**src/inc/ebcp_pkg.sv**
```systemverilog
package ebcp_pkg;

  localparam int unsigned NUM_CS   = 4;
  localparam int unsigned ADDR_W   = 24;
  localparam int unsigned DATA_W   = 16;
  localparam int unsigned UNIT_W   = 4;

  // Wishbone register map, byte addresses.
  localparam logic [7:0] OFS_CTRL    = 8'h00;
  localparam logic [7:0] OFS_ADDR    = 8'h04;
  localparam logic [7:0] OFS_WDATA   = 8'h08;
  localparam logic [7:0] OFS_RDATA   = 8'h0C;
  localparam logic [7:0] OFS_STATUS  = 8'h10;
  localparam logic [7:0] OFS_UNIT    = 8'h14;
  localparam logic [7:0] OFS_TCFG0   = 8'h20;

  // CTRL fields: write with GO bit starts a cycle.
  localparam int unsigned CTRL_GO     = 0;
  localparam int unsigned CTRL_WRITE  = 1;
  localparam int unsigned CTRL_CS_LO  = 4;
  localparam int unsigned CTRL_HBE    = 8;

  // Timing configuration fields per chip select.
  localparam int unsigned TC_AB_LO    = 0;
  localparam int unsigned TC_ABX_LO   = 2;
  localparam int unsigned TC_C_LO     = 4;
  localparam int unsigned TC_D        = 6;
  localparam int unsigned TC_E_LO     = 8;
  localparam int unsigned TC_F_LO     = 14;
  localparam int unsigned TC_RDY_EN   = 16;
  localparam int unsigned TC_RDY_ASYN = 17;
  localparam int unsigned TC_RDY_POL  = 18;
  localparam int unsigned TC_MUX      = 19;

  localparam logic [31:0]       TCFG_RST   = 32'h0000_0000;
  localparam logic [UNIT_W-1:0] UNIT_RST   = 4'h0;
  localparam logic [2:0]        AB_MAX_EXT = 3'h5;

  typedef enum logic [5:0] {
    EBCP_IDLE = 6'b000001,
    EBCP_AB   = 6'b000010,
    EBCP_C    = 6'b000100,
    EBCP_D    = 6'b001000,
    EBCP_E    = 6'b010000,
    EBCP_F    = 6'b100000
  } ebcp_state_t;

  typedef struct packed {
    logic [1:0] ab;
    logic [1:0] abx;
    logic [1:0] c;
    logic       d;
    logic [4:0] e;
    logic [1:0] f;
    logic       rdy_en;
    logic       rdy_async;
    logic       rdy_pol;
    logic       multiplexed_mode;
  } ebcp_tcfg_t;

  typedef struct packed {
    logic [ADDR_W-1:0] addr;
    logic [DATA_W-1:0] wdata;
    logic              write;
    logic [1:0]        cs;
    logic              hbe_n;
  } ebcp_req_t;

endpackage : ebcp_pkg

```
**src/hdl/ebcp_phaser.sv**
```systemverilog
// Our own choices: the Wishbone slave port and the address map.
`timescale 1ns/10ps
`default_nettype none
module ebcp_phaser (
  // Clock and reset
  input  wire logic                         clk_i,
  input  wire logic                         rst_i,
  // Wishbone slave
  input  wire logic                         wb_cyc_i,
  input  wire logic                         wb_stb_i,
  input  wire logic                         wb_we_i,
  input  wire logic [7:0]                   wb_adr_i,
  input  wire logic [3:0]                   wb_sel_i,
  input  wire logic [31:0]                  wb_dat_i,
  output var  logic [31:0]                  wb_dat_o,
  output var  logic                         wb_ack_o,
  // External bus pins
  output var  logic [ebcp_pkg::ADDR_W-1:0]  address_bus_o,
  output var  logic [ebcp_pkg::DATA_W-1:0]  shared_addr_data_bus_o,
  output var  logic                         shared_addr_data_bus_oe_n_o,
  input  wire logic [ebcp_pkg::DATA_W-1:0]  shared_addr_data_bus_i,
  output var  logic [ebcp_pkg::DATA_W-1:0]  data_bus_o,
  output var  logic                         data_bus_oe_n_o,
  input  wire logic [ebcp_pkg::DATA_W-1:0]  data_bus_i,
  output var  logic                         addr_latch_o,
  output var  logic                         rd_n_o,
  output var  logic                         wr_n_o,
  output var  logic                         high_byte_enable_n_o,
  output var  logic [ebcp_pkg::NUM_CS-1:0]  cs_n_o,
  input  wire logic                         ready_i,
  output var  logic                         reference_clock_out_o
);

  localparam int unsigned NCS = ebcp_pkg::NUM_CS;
  localparam int unsigned AW  = ebcp_pkg::ADDR_W;
  localparam int unsigned DW  = ebcp_pkg::DATA_W;
  localparam int unsigned UW  = ebcp_pkg::UNIT_W;

  typedef struct packed {
    ebcp_pkg::ebcp_state_t  state;
    ebcp_pkg::ebcp_req_t    req;
    ebcp_pkg::ebcp_tcfg_t   [NCS-1:0] tcfg;
    ebcp_pkg::ebcp_tcfg_t   cur;
    logic [UW-1:0]          unit_div;
    logic [UW-1:0]          unit_cnt;
    logic [5:0]             ph_cnt;
    logic                   have_win;
    logic [7:0]             last_win;
    logic [DW-1:0]          rdata;
    logic                   busy;
    logic                   done;
    logic                   ack;
    logic [31:0]            dat;
    logic [AW-1:0]          a_pin;
    logic [DW-1:0]          ad_pin;
    logic                   ad_oe_n;
    logic [DW-1:0]          d_pin;
    logic                   d_oe_n;
    logic                   ale;
    logic                   rd_n;
    logic                   wr_n;
    logic                   hbe_n;
    logic [NCS-1:0]         cs_n;
    logic                   refclk;
  } ebcp_st_t;

  ebcp_st_t st_ff;
  ebcp_st_t nxt_st;

  logic [DW-1:0] ad_s;
  logic [DW-1:0] d_s;
  logic          rdy_s;
  logic          rdy_a;

  // Data pins are timed to the unit and come from outside, so they are synchronised.
  ebcp_sync #(.W(2 * DW)) u_dsync (
    .clk_i (clk_i),
    .rst_i (rst_i),
    .d_i   ({shared_addr_data_bus_i, data_bus_i}),
    .q_o   ({ad_s, d_s})
  );

  // The asynchronous path adds two more stages, costing at least one wait state.
  ebcp_sync #(.W(1)) u_rsync (
    .clk_i (clk_i),
    .rst_i (rst_i),
    .d_i   (ready_i),
    .q_o   (rdy_s)
  );

  ebcp_sync #(.W(1)) u_rasync (
    .clk_i (clk_i),
    .rst_i (rst_i),
    .d_i   (rdy_s),
    .q_o   (rdy_a)
  );

  logic tick;
  logic rdy_seen;
  logic [1:0] sel_cs;
  ebcp_pkg::ebcp_tcfg_t rd_cfg;

  always_comb
  begin
    nxt_st   = st_ff;
    tick     = (st_ff.unit_cnt == st_ff.unit_div);
    rdy_seen = (st_ff.cur.rdy_async ? rdy_a : rdy_s) ^ ~st_ff.cur.rdy_pol;
    sel_cs   = st_ff.req.cs;
    rd_cfg   = st_ff.tcfg[wb_adr_i[3:2]];
    nxt_st.ack  = 1'b0;
    nxt_st.done = 1'b0;
    nxt_st.refclk = ~st_ff.refclk;
    nxt_st.unit_cnt = tick ? '0 : st_ff.unit_cnt + 1'b1;

    // Wishbone slave; ack one cycle after the strobe, then dropped.
    if (wb_cyc_i && wb_stb_i && !st_ff.ack)
    begin
      nxt_st.ack = 1'b1;
      nxt_st.dat = 32'h0000_0000;
      if (wb_adr_i == ebcp_pkg::OFS_CTRL)
      begin
        nxt_st.dat = {31'h0000_0000, st_ff.busy};
        if (wb_we_i && wb_sel_i[0] && wb_dat_i[ebcp_pkg::CTRL_GO] && !st_ff.busy)
        begin
          nxt_st.req.write = wb_dat_i[ebcp_pkg::CTRL_WRITE];
          nxt_st.req.cs    = wb_dat_i[ebcp_pkg::CTRL_CS_LO +: 2];
          nxt_st.req.hbe_n = ~wb_dat_i[ebcp_pkg::CTRL_HBE];
          nxt_st.busy      = 1'b1;
        end
      end
      else if (wb_adr_i == ebcp_pkg::OFS_ADDR)
      begin
        nxt_st.dat = {8'h00, st_ff.req.addr};
        if (wb_we_i && !st_ff.busy)
        begin
          nxt_st.req.addr = wb_dat_i[AW-1:0];
        end
      end
      else if (wb_adr_i == ebcp_pkg::OFS_WDATA)
      begin
        nxt_st.dat = {16'h0000, st_ff.req.wdata};
        if (wb_we_i && !st_ff.busy)
        begin
          nxt_st.req.wdata = wb_dat_i[DW-1:0];
        end
      end
      else if (wb_adr_i == ebcp_pkg::OFS_RDATA)
      begin
        nxt_st.dat = {16'h0000, st_ff.rdata};
      end
      else if (wb_adr_i == ebcp_pkg::OFS_STATUS)
      begin
        nxt_st.dat = {26'h0000000, st_ff.state};
      end
      else if (wb_adr_i == ebcp_pkg::OFS_UNIT)
      begin
        nxt_st.dat = {28'h0000000, st_ff.unit_div};
        if (wb_we_i && !st_ff.busy)
        begin
          nxt_st.unit_div = wb_dat_i[UW-1:0];
        end
      end
      else if (wb_adr_i[7:4] == 4'h2 && wb_adr_i[1:0] == 2'h0
               && {1'b0, wb_adr_i[3:2]} < 3'(NCS))
      begin
        nxt_st.dat = {12'h000, rd_cfg.multiplexed_mode, rd_cfg.rdy_pol, rd_cfg.rdy_async, rd_cfg.rdy_en,
                      rd_cfg.f, 1'b0, rd_cfg.e, 1'b0, rd_cfg.d, rd_cfg.c, rd_cfg.abx, rd_cfg.ab};
        if (wb_we_i && !st_ff.busy)
        begin
          nxt_st.tcfg[wb_adr_i[3:2]] = {wb_dat_i[ebcp_pkg::TC_AB_LO +: 2],
            wb_dat_i[ebcp_pkg::TC_ABX_LO +: 2], wb_dat_i[ebcp_pkg::TC_C_LO +: 2],
            wb_dat_i[ebcp_pkg::TC_D], wb_dat_i[ebcp_pkg::TC_E_LO +: 5],
            wb_dat_i[ebcp_pkg::TC_F_LO +: 2], wb_dat_i[ebcp_pkg::TC_RDY_EN],
            wb_dat_i[ebcp_pkg::TC_RDY_ASYN], wb_dat_i[ebcp_pkg::TC_RDY_POL],
            wb_dat_i[ebcp_pkg::TC_MUX]};
        end
      end
    end

    case (st_ff.state)
      ebcp_pkg::EBCP_IDLE:
      begin
        nxt_st.cs_n    = '1;
        nxt_st.ad_oe_n = 1'b1;
        nxt_st.d_oe_n  = 1'b1;
        if (st_ff.busy && tick)
        begin
          nxt_st.cur   = st_ff.tcfg[sel_cs];
          // Longer setup only when the address window moves or no window has been set yet.
          nxt_st.ph_cnt = {4'h0, st_ff.tcfg[sel_cs].ab[0] ? 2'h1 : 2'h0}
            + ((!st_ff.have_win || st_ff.last_win != st_ff.req.addr[AW-1 -: 8])
               ? {4'h0, st_ff.tcfg[sel_cs].abx} : 6'h00);
          nxt_st.have_win = 1'b1;
          nxt_st.last_win = st_ff.req.addr[AW-1 -: 8];
          nxt_st.a_pin  = st_ff.req.addr;
          nxt_st.hbe_n  = st_ff.req.hbe_n;
          nxt_st.cs_n   = ~(NCS'(1) << sel_cs);
          nxt_st.ale    = st_ff.tcfg[sel_cs].multiplexed_mode;
          nxt_st.ad_pin = st_ff.req.addr[DW-1:0];
          nxt_st.ad_oe_n = ~st_ff.tcfg[sel_cs].multiplexed_mode;
          nxt_st.state  = ebcp_pkg::EBCP_AB;
        end
      end
      ebcp_pkg::EBCP_AB:
      begin
        if (tick)
        begin
          if (st_ff.ph_cnt == 6'h00)
          begin
            nxt_st.ale    = 1'b0;
            nxt_st.ph_cnt = {4'h0, st_ff.cur.c};
            nxt_st.state  = ebcp_pkg::EBCP_C;
          end
          else
          begin
            nxt_st.ph_cnt = st_ff.ph_cnt - 6'h01;
          end
        end
      end
      ebcp_pkg::EBCP_C:
      begin
        if (tick)
        begin
          if (st_ff.ph_cnt == 6'h00)
          begin
            // Shared lines carry write data only for a multiplexed write, else released.
            nxt_st.ad_oe_n = ~(st_ff.cur.multiplexed_mode && st_ff.req.write);
            nxt_st.ad_pin  = st_ff.req.wdata;
            nxt_st.d_oe_n  = ~(!st_ff.cur.multiplexed_mode && st_ff.req.write);
            nxt_st.d_pin   = st_ff.req.wdata;
            nxt_st.ph_cnt  = {5'h00, st_ff.cur.d};
            nxt_st.state   = ebcp_pkg::EBCP_D;
          end
          else
          begin
            nxt_st.ph_cnt = st_ff.ph_cnt - 6'h01;
          end
        end
      end
      ebcp_pkg::EBCP_D:
      begin
        if (tick)
        begin
          if (st_ff.ph_cnt == 6'h00)
          begin
            nxt_st.rd_n   = st_ff.req.write;
            nxt_st.wr_n   = ~st_ff.req.write;
            nxt_st.ph_cnt = {1'b0, st_ff.cur.e};
            nxt_st.state  = ebcp_pkg::EBCP_E;
          end
          else
          begin
            nxt_st.ph_cnt = st_ff.ph_cnt - 6'h01;
          end
        end
      end
      ebcp_pkg::EBCP_E:
      begin
        if (tick)
        begin
          if (st_ff.ph_cnt != 6'h00)
          begin
            nxt_st.ph_cnt = st_ff.ph_cnt - 6'h01;
          end
          else if (!st_ff.cur.rdy_en || rdy_seen)
          begin
            // Read data is taken on the strobe's closing edge, from the shared lines in multiplexed mode, else the data pins.
            if (!st_ff.req.write)
            begin
              nxt_st.rdata = st_ff.cur.multiplexed_mode ? ad_s : d_s;
            end
            nxt_st.rd_n   = 1'b1;
            nxt_st.wr_n   = 1'b1;
            nxt_st.a_pin  = st_ff.req.addr + AW'(1);
            nxt_st.ph_cnt = {4'h0, st_ff.cur.f};
            nxt_st.state  = ebcp_pkg::EBCP_F;
          end
        end
      end
      ebcp_pkg::EBCP_F:
      begin
        if (tick)
        begin
          if (st_ff.ph_cnt == 6'h00)
          begin
            nxt_st.cs_n    = '1;
            nxt_st.ad_oe_n = 1'b1;
            nxt_st.d_oe_n  = 1'b1;
            nxt_st.busy    = 1'b0;
            nxt_st.done    = 1'b1;
            nxt_st.state   = ebcp_pkg::EBCP_IDLE;
          end
          else
          begin
            nxt_st.ph_cnt = st_ff.ph_cnt - 6'h01;
          end
        end
      end
      default:
      begin
        nxt_st.state = ebcp_pkg::EBCP_IDLE;
      end
    endcase
  end

  always_ff @(posedge clk_i)
  begin
    if (rst_i)
    begin
      st_ff          <= '0;
      st_ff.state    <= ebcp_pkg::EBCP_IDLE;
      st_ff.unit_div <= ebcp_pkg::UNIT_RST;
      st_ff.ad_oe_n  <= 1'b1;
      st_ff.d_oe_n   <= 1'b1;
      st_ff.rd_n     <= 1'b1;
      st_ff.wr_n     <= 1'b1;
      st_ff.hbe_n    <= 1'b1;
      st_ff.cs_n     <= '1;
    end
    else
    begin
      st_ff <= nxt_st;
    end
  end

  assign wb_dat_o                    = st_ff.dat;
  assign wb_ack_o                    = st_ff.ack;
  assign address_bus_o               = st_ff.a_pin;
  assign shared_addr_data_bus_o      = st_ff.ad_pin;
  assign shared_addr_data_bus_oe_n_o = st_ff.ad_oe_n;
  assign data_bus_o                  = st_ff.d_pin;
  assign data_bus_oe_n_o             = st_ff.d_oe_n;
  assign addr_latch_o                = st_ff.ale;
  assign rd_n_o                      = st_ff.rd_n;
  assign wr_n_o                      = st_ff.wr_n;
  assign high_byte_enable_n_o        = st_ff.hbe_n;
  assign cs_n_o                      = st_ff.cs_n;
  assign reference_clock_out_o       = st_ff.refclk;

endmodule : ebcp_phaser
`default_nettype wire

```
**src/hdl/ebcp_sync.sv**
```systemverilog
`timescale 1ns/10ps
`default_nettype none
module ebcp_sync #(
  parameter int unsigned W = 1
) (
  // Clock and reset
  input  wire logic         clk_i,
  input  wire logic         rst_i,
  // Data
  input  wire logic [W-1:0] d_i,
  output var  logic [W-1:0] q_o
);

  typedef struct packed {
    logic [W-1:0] s1;
    logic [W-1:0] s2;
  } ebcp_sync_t;

  ebcp_sync_t st_ff;
  ebcp_sync_t nxt_st;

  always_comb
  begin
    nxt_st.s1 = d_i;
    nxt_st.s2 = st_ff.s1;
  end

  always_ff @(posedge clk_i)
  begin
    if (rst_i)
    begin
      st_ff <= '0;
    end
    else
    begin
      st_ff <= nxt_st;
    end
  end

  assign q_o = st_ff.s2;

endmodule : ebcp_sync
`default_nettype wire

```
**config.mk**
```make
export PLATFORM = sky130hd
export DESIGN_NAME = ebcp_phaser
export DESIGN_NICKNAME = d
export VERILOG_FILES = /design/src/inc/ebcp_pkg.sv /design/src/hdl/ebcp_phaser.sv /design/src/hdl/ebcp_sync.sv
export SDC_FILE = /design/constraint.sdc
export NUM_CORES = 1
export LEC_CHECK = 0
export ABC_AREA = 0
export BUFFER_PORTS_ARGS = -buffer_cell sky130_fd_sc_hd__buf_4
export CAP_MARGIN = 20
export CORE_MARGIN = 2
export CORE_UTILIZATION = 40
export DETAILED_ROUTE_END_ITERATION = 12
export HOLD_SLACK_MARGIN = 0.15
export SYNTH_ARGS = -nofsm -noshare
export SYNTH_HDL_FRONTEND = slang
export SYNTH_SLANG_ARGS = --single-unit
```
**constraint.sdc**
```tcl
create_clock -name clk_i -period 2.6 [get_ports clk_i]
set_clock_uncertainty 0.05 [all_clocks]
set_input_delay 0.13 -clock clk_i [delete_from_list [all_inputs] [get_ports clk_i]]
set_output_delay 0.13 -clock clk_i [all_outputs]
set_load 0.01 [all_outputs]
```
### After elaboration in Yosys (flattened, before gate mapping)

Index checks and enable logic that the tools add are counted.

| word-level totals | value |
|---|---|
| register bits after elaboration | 344 |
| output and inout port bits | 100 |
| word-level logic and storage cells | 255 |
| input port bits | 82 |

| operators by class | value |
|---|---|
| magnitude comparators | 3 |
| add/subtract/negate cells | 4 |
| muxes and demuxes | 77 |
| eq/ne operators | 28 |
| bitwise gates (word level) | 16 |
| shifts and indexed selects | 1 |
| reduce and logical (&&, ||, !) cells | 46 |

Operator list:

| cell | number |
|---|---|
| $mux 6 | 23 |
| $mux 24 | 5 |
| $mux 20 | 5 |
| $bmux 18 s2 | 2 |
| $bwmux 72 | 1 |
| $pmux 6 s6 | 2 |
| $mux 34 | 2 |
| $pmux 24 s2 | 1 |
| $mux 41 | 1 |
| $demux 18 s2 | 1 |
| $mux 18 | 2 |
| $mux 33 | 1 |
| $pmux 16 s2 | 1 |
| $ne 2x2->1 const B | 13 |
| $add 24x1->24 const B | 1 |
| $reduce_and 5->1 | 4 |
| $mux 2 | 9 |
| $reduce_and 9->1 | 2 |
| $mux 17 | 1 |
| $eq 8x4->1 const B | 2 |
| $eq 8x5->1 const B | 2 |
| $mux 16 | 1 |
| $mux 15 | 1 |
| $not 1->1 | 14 |
| 41 further kinds | 78 |

### Longest topological paths before layout

| depth | value |
|---|---|
| word-level depth | 10 |
| gate-level depth with buffers | 10 |
| gate-level depth less buffers | 9 |

### Modules after synthesis

From an unflattened synthesis, not the netlist that was laid out.

| unflattened totals | value |
|---|---|
| cell total of the unflattened synthesis | 1670 |
| area, all modules | 15094.5 µm² |

By module, submodules not included:

| module | seq. area each (µm²) | area an instance (µm²) | cells each | times used |
|---|---|---|---|---|
| ebcp_phaser | 5365.1 | 13071.3 | 1527 | 1 |
| ebcp_sync (u_dsync) | 1281.2 | 1918.1 | 135 | 1 |
| ebcp_sync (u_rasync ...) | 40.0 | 52.6 | 4 | 2 |

### Worst setup path after synthesis

Ideal clock, no wire load.

| path | value |
|---|---|
| kind | reg2reg |
| start | reg st_ff (netlist bit sel_cs[0]) |
| end | reg st_ff[128] (netlist name) |
| cell stages (with the launch flop) | 8 |
| period minus slack after synthesis | 2360 ps |
| required time | 2414 ps |
| arrival time | 2174 ps |
| library setup time | 136 ps |
| buffers on the path | 1 |
| setup slack | 240 ps |
| cells stage by stage | dfxtp_1 -> buf_1 -> mux4_2 -> nor2b_1 -> ha_1 -> ha_1 -> a311oi_1 -> a221oi_1 |

| between the ends | value |
|---|---|
| longest elaborated chain between the ends | 6 |
| elaborated cells on any way between the ends | 7 |
| classes of those cells | 1 x add/sub; 6 x mux |

RTL lines:

| element | RTL line | RTL |
|---|---|---|
| from (decl) | ebcp_phaser.sv:67 | `ebcp_st_t st_ff;` |
| from (signal assigned) | ebcp_phaser.sv:322 | `st_ff <= nxt_st;` |
| $bmux 18 s2 (*) | ebcp_phaser.sv:190, ebcp_phaser.sv:192 |  |
| $mux 17 (*) | -- |  |
| $mux 1 or $mux 2 (tied branches) | ebcp_phaser.sv:190, ebcp_phaser.sv:192 |  |
| $add 1x2->3 (*) | ebcp_phaser.sv:191 | `+ ((!st_ff.have_win \|\| st_ff.last_win != st_ff.req.addr[AW-1 -: 8])` |
| $mux 15 (*) | ebcp_phaser.sv:186 | `if (st_ff.busy && tick)` |
| $pmux 6 s6 (*) | ebcp_phaser.sv:180 | `case (st_ff.state)` |

Mark *: on every way between the ends. The rest lies on a longest branch, timed or not. The select of a mux whose other input is x is not followed.
A chain may end at the register's enable or synchronous reset.

### Worst setup path in the final report

| path | value |
|---|---|
| start | reg st_ff[278] (netlist name) |
| end | reg st_ff[278] (netlist name) |

| between the ends | value |
|---|---|
| longest elaborated chain between the ends | 3 |
| elaborated cells on any way between the ends | 20 |
| classes of those cells | 18 x eq/ne; 1 x mux; 1 x reduce/logical |

RTL lines:

| element | RTL line |
|---|---|
| $eq 6x5->1 (tied with other cells) | ebcp_phaser.sv:180 |
| $ne 2x2->1 (no source line) | -- |
| $reduce_and 12->1 (no source line) | -- |

Parallel ways exist; a longest one is shown, timed or not.

==> impl_metrics.csv <==
group,metric,value,unit
place,dp_hpwl,32660,µm
grt,globalRouteOverflowTotal,0,
synthesis,seq_area_frac_synth,44.13,%
pwr,powerDensity,623.1,mW/mm²
place,io_buffers,162,
finish,drive_gt1_share,21.07,%
grt,antenna_found_initial,1,
finish,num-fill-cells,3520,
sta,drv_slew,0,
detailed_routing,drc,0,
floorplan,initial_utilization,40.56,%
synthesis,synth_flop_cell,"dfxtp_1",
clock_network,cts_setup_buffers,0,
synthesis,synth_edf_count,0,
critical_path,rr_worst_depth,6,
finish,insertedDiodeCount,0,
synthesis,synth.cell_area,0.01524,mm²
floorplan,rows,71,
pwr,p_total,0.01147,W
detailed_routing,drt_iter0_markers,865,
clock_network,clock_latency,0.57,ns
synthesis,ys_ff_latch,336,
synthesis,ys_top_cells_by_area,"dfxtp_1 44%, mux2i_1 6.4%, a21oi_1 5.4%",
clock_network,root_buffer,"clkbuf_16",
detailed_routing,via_count,12610,
critical_path,r2r-end,"st_ff[278]$_SDFFE_PP0P_",
finish,syn_to_final_growth,20.84,%
critical_path,r2r_setup_slack,0.13,ns
synthesis,synth_common_cells,"336 x dfxtp_1, 205 x nand2_1, 164 x a21oi_1",
critical_path,cp.arrival,2.86,ns
sta,hold_viol_final,0,
pwr,worst_ir_drop_vdd,0.4174,mV
clock_network,cts_tree,"done",
critical_path,end_kind,"flip-flop",
floorplan,fp.dieW,199.2,µm
sta,setup_viol_count_final,0,
grt,grt.total_usage,23.05,%
floorplan,core,0.03758,mm²
job,maxCapViolations,0,
clock_network,cts_buffers,38,
finish,fin_nets,1851,
critical_path,crit_type,"reg2reg",
critical_path,crit_path_max_fanout,9,
floorplan,chipHeight,199.2,µm
grt,grt_pass1_vias,11710,
sta,fin_crit,2.467,ns
clock_network,clock-sinks,336,
synthesis,synthCells,1649,
status,status,"finished clean",
floorplan,num_io_pins,182,
grt,grt_max_degree,148,
detailed_routing,wirelength,46220,µm
sta,relSlewSlack,47.81,%
clock_network,clockBufferDepth,3,
place,postPlaceCellArea,0.01648,mm²
detailed_routing,dr.pass1.iters,5,
place,gp_congestion,0.9446,
critical_path,crit_end,"st_ff[278]$_SDFFE_PP0P_",
synthesis,synth.yosys.warnings,0,
critical_path,startpoint,"st_ff[278]$_SDFFE_PP0P_",
sta,post-route-period-util,94.89,%
critical_path,reg2reg_from,"st_ff[278]$_SDFFE_PP0P_",
detailed_routing,ant_nets,0,
synthesis,async_flop_share,0,%
clock_network,path_clk_slew,0.06,ns
synthesis,yosysMostFrequentCell,"dfxtp_1",
synthesis,syn_avg_cell_area,9.242,µm²
synthesis,synth.top_cell.area_share,44.13,%
synthesis,yosys.area.top_type,"dfxtp_1",
grt,grt_first_pass_wirelength,69390,µm
detailed_routing,avgViaCountPerCell,5.469,
sta,tightest_slew,0.7828,ns
clock_network,cts_max_level,2,
sta,tns,0,ns
pwr,power_leakage,7.198,nW
critical_path,critPathLaunchType,"flip-flop",
sta,timing.fmax,405.3,MHz
detailed_routing,avgRoutedWirePerCell,20.05,µm
hold_path,hold_class,"in2reg",
critical_path,crit_required,2.99,ns
synthesis,ys_types,77,
sta,rsz0062_at_grt,"false",
finish,final_cell_area,0.01842,mm²
floorplan,dieArea,0.03968,mm²
## critical path: stages, from the launching register on
cell and delay [ns]:
dfxtp_1 0.60, nor2b_1 0.17, o311ai_0 0.45, buf_4 0.19, nand4_1 0.12, a2bb2oi_1 0.38, mux2_2 0.39
## where the power goes
part	internal [W]	total, W	switching, W
Combinational	0.000259	0.000586	0.000327
Sequential	0.00521	0.00524	0.0000330
Clock	0.00342	0.00565	0.00223
## how the worst min path moves through the flow
stage,startpoint,to,slack [ns],cells after the start
2_1_floorplan,data_bus_i[0],u_dsync.nxt_st[0]$_SDFF_PP0_,0.21,1
3_3_place_gp,data_bus_i[6],u_dsync.nxt_st[6]$_SDFF_PP0_,0.29,2
3_5_place_dp,shared_addr_data_bus_i[15],u_dsync.nxt_st[31]$_SDFF_PP0_,0.30,2
4_1_cts,wb_adr_i[4],wb_dat_o[1]$_SDFFE_PP0N_,0.16,5
5_1_grt,wb_adr_i[4],wb_dat_o[1]$_SDFFE_PP0N_,0.18,5
6_report,wb_adr_i[4],wb_dat_o[1]$_SDFFE_PP0N_,0.19,5
## layer usage
layer	global-route usage (%)	vias to the layer above	part of all wire [%]
met5	0	-	0.028
met4	8.292	2	3.3
met3	3.966	82	6.9
met2	35.93	462	45
met1	32.04	6074	45
li1	-	5987	-
## kinds of logic (layout without fill, tap and decap cells)
logic type / Yosys count / in the layout / share of synthesized area (%)
adder cells (fa/ha/maj): 5 / 5 / 0.4105
multiplexers: 144 / 144 / 12.44
AO/OA/AOI/OAI: 343 / 343 / 14.99
buffers and inverters: 244 / 382 / 8.817
AND/OR/NAND/NOR: 556 / 556 / 18.04
XOR/XNOR: 20 / 20 / 1.149
flip-flops: 336 / 336 / 44.13
other: 1 / 8 / 0.02460
## registers in the layout (all words and copies together) (netlist names)
signal and count:
wr_n_o 1, cs_n_o 4, shared_addr_data_bus_o 16, u_rasync.nxt_st 1, sel_cs 2, wb_ack_o 1
u_rasync.q_o 1, st_ff 174, u_rsync.q_o 1, high_byte_enable_n_o 1, u_dsync.nxt_st 32, rd_n_o 1
data_bus_o 16, address_bus_o 24, wb_dat_o 24, u_dsync.q_o 32, u_rsync.nxt_st 1, data_bus_oe_n_o 1
addr_latch_o 1, reference_clock_out_o 1, shared_addr_data_bus_oe_n_o 1
## through the flow
step           utilization (%)  worst slack, ns  cells  hold slack, ns
2_1_floorplan                -           0.2397   1656          0.2082
3_3_place_gp             43.87           0.1757   2174          0.2922
3_5_place_dp             43.87           0.1649   2174          0.2951
4_1_cts                  49.01           0.1244   2305          0.1610
5_1_grt                  49.01          0.03626   2305          0.1763
6_report                 49.01           0.1327   2305          0.1937
## cell usage in the layout, fill, tap and decap left out, drive strengths merged, types with 8 or more instances in the layout
master and count:
a211oi 28, a21oi 164, a22o 9, a22oi 25
a311oi 38, and3 13, buf 240, clkbuf 50
clkinv 11, conb 8, dfxtp 336, dlygate4sd3 61
inv 14, mux2 10, mux2i 99, mux4 35
nand2 206, nand2b 16, nand3 33, nand4 15
nor2 109, nor2b 84, nor3 21, nor4 12
o21ai 9, o22ai 10, o32ai 8, or2 8
or3 10, xnor2 14
## final cells by class
class	instances	area, µm²	share of cell area (%)
multi-input combinational	1076	7204	39.12
sequential	336	6728	36.53
timing repair buffer	301	2482	13.48
clock buffer	50	1067	5.795
tap	511	639.4	3.472
clock inverter	20	254.0	1.379
inverter	11	41.29	0.2242
## repair_timing
action / 4_1_cts / 5_1_grt
gates resized for setup: 0 / 1
endpoints found under the setup margin: 0 / 2
endpoints found under the hold margin: 211 / 0
hold buffers: 61 / 0
Note: power is estimated with default switching activity, not from simulation.
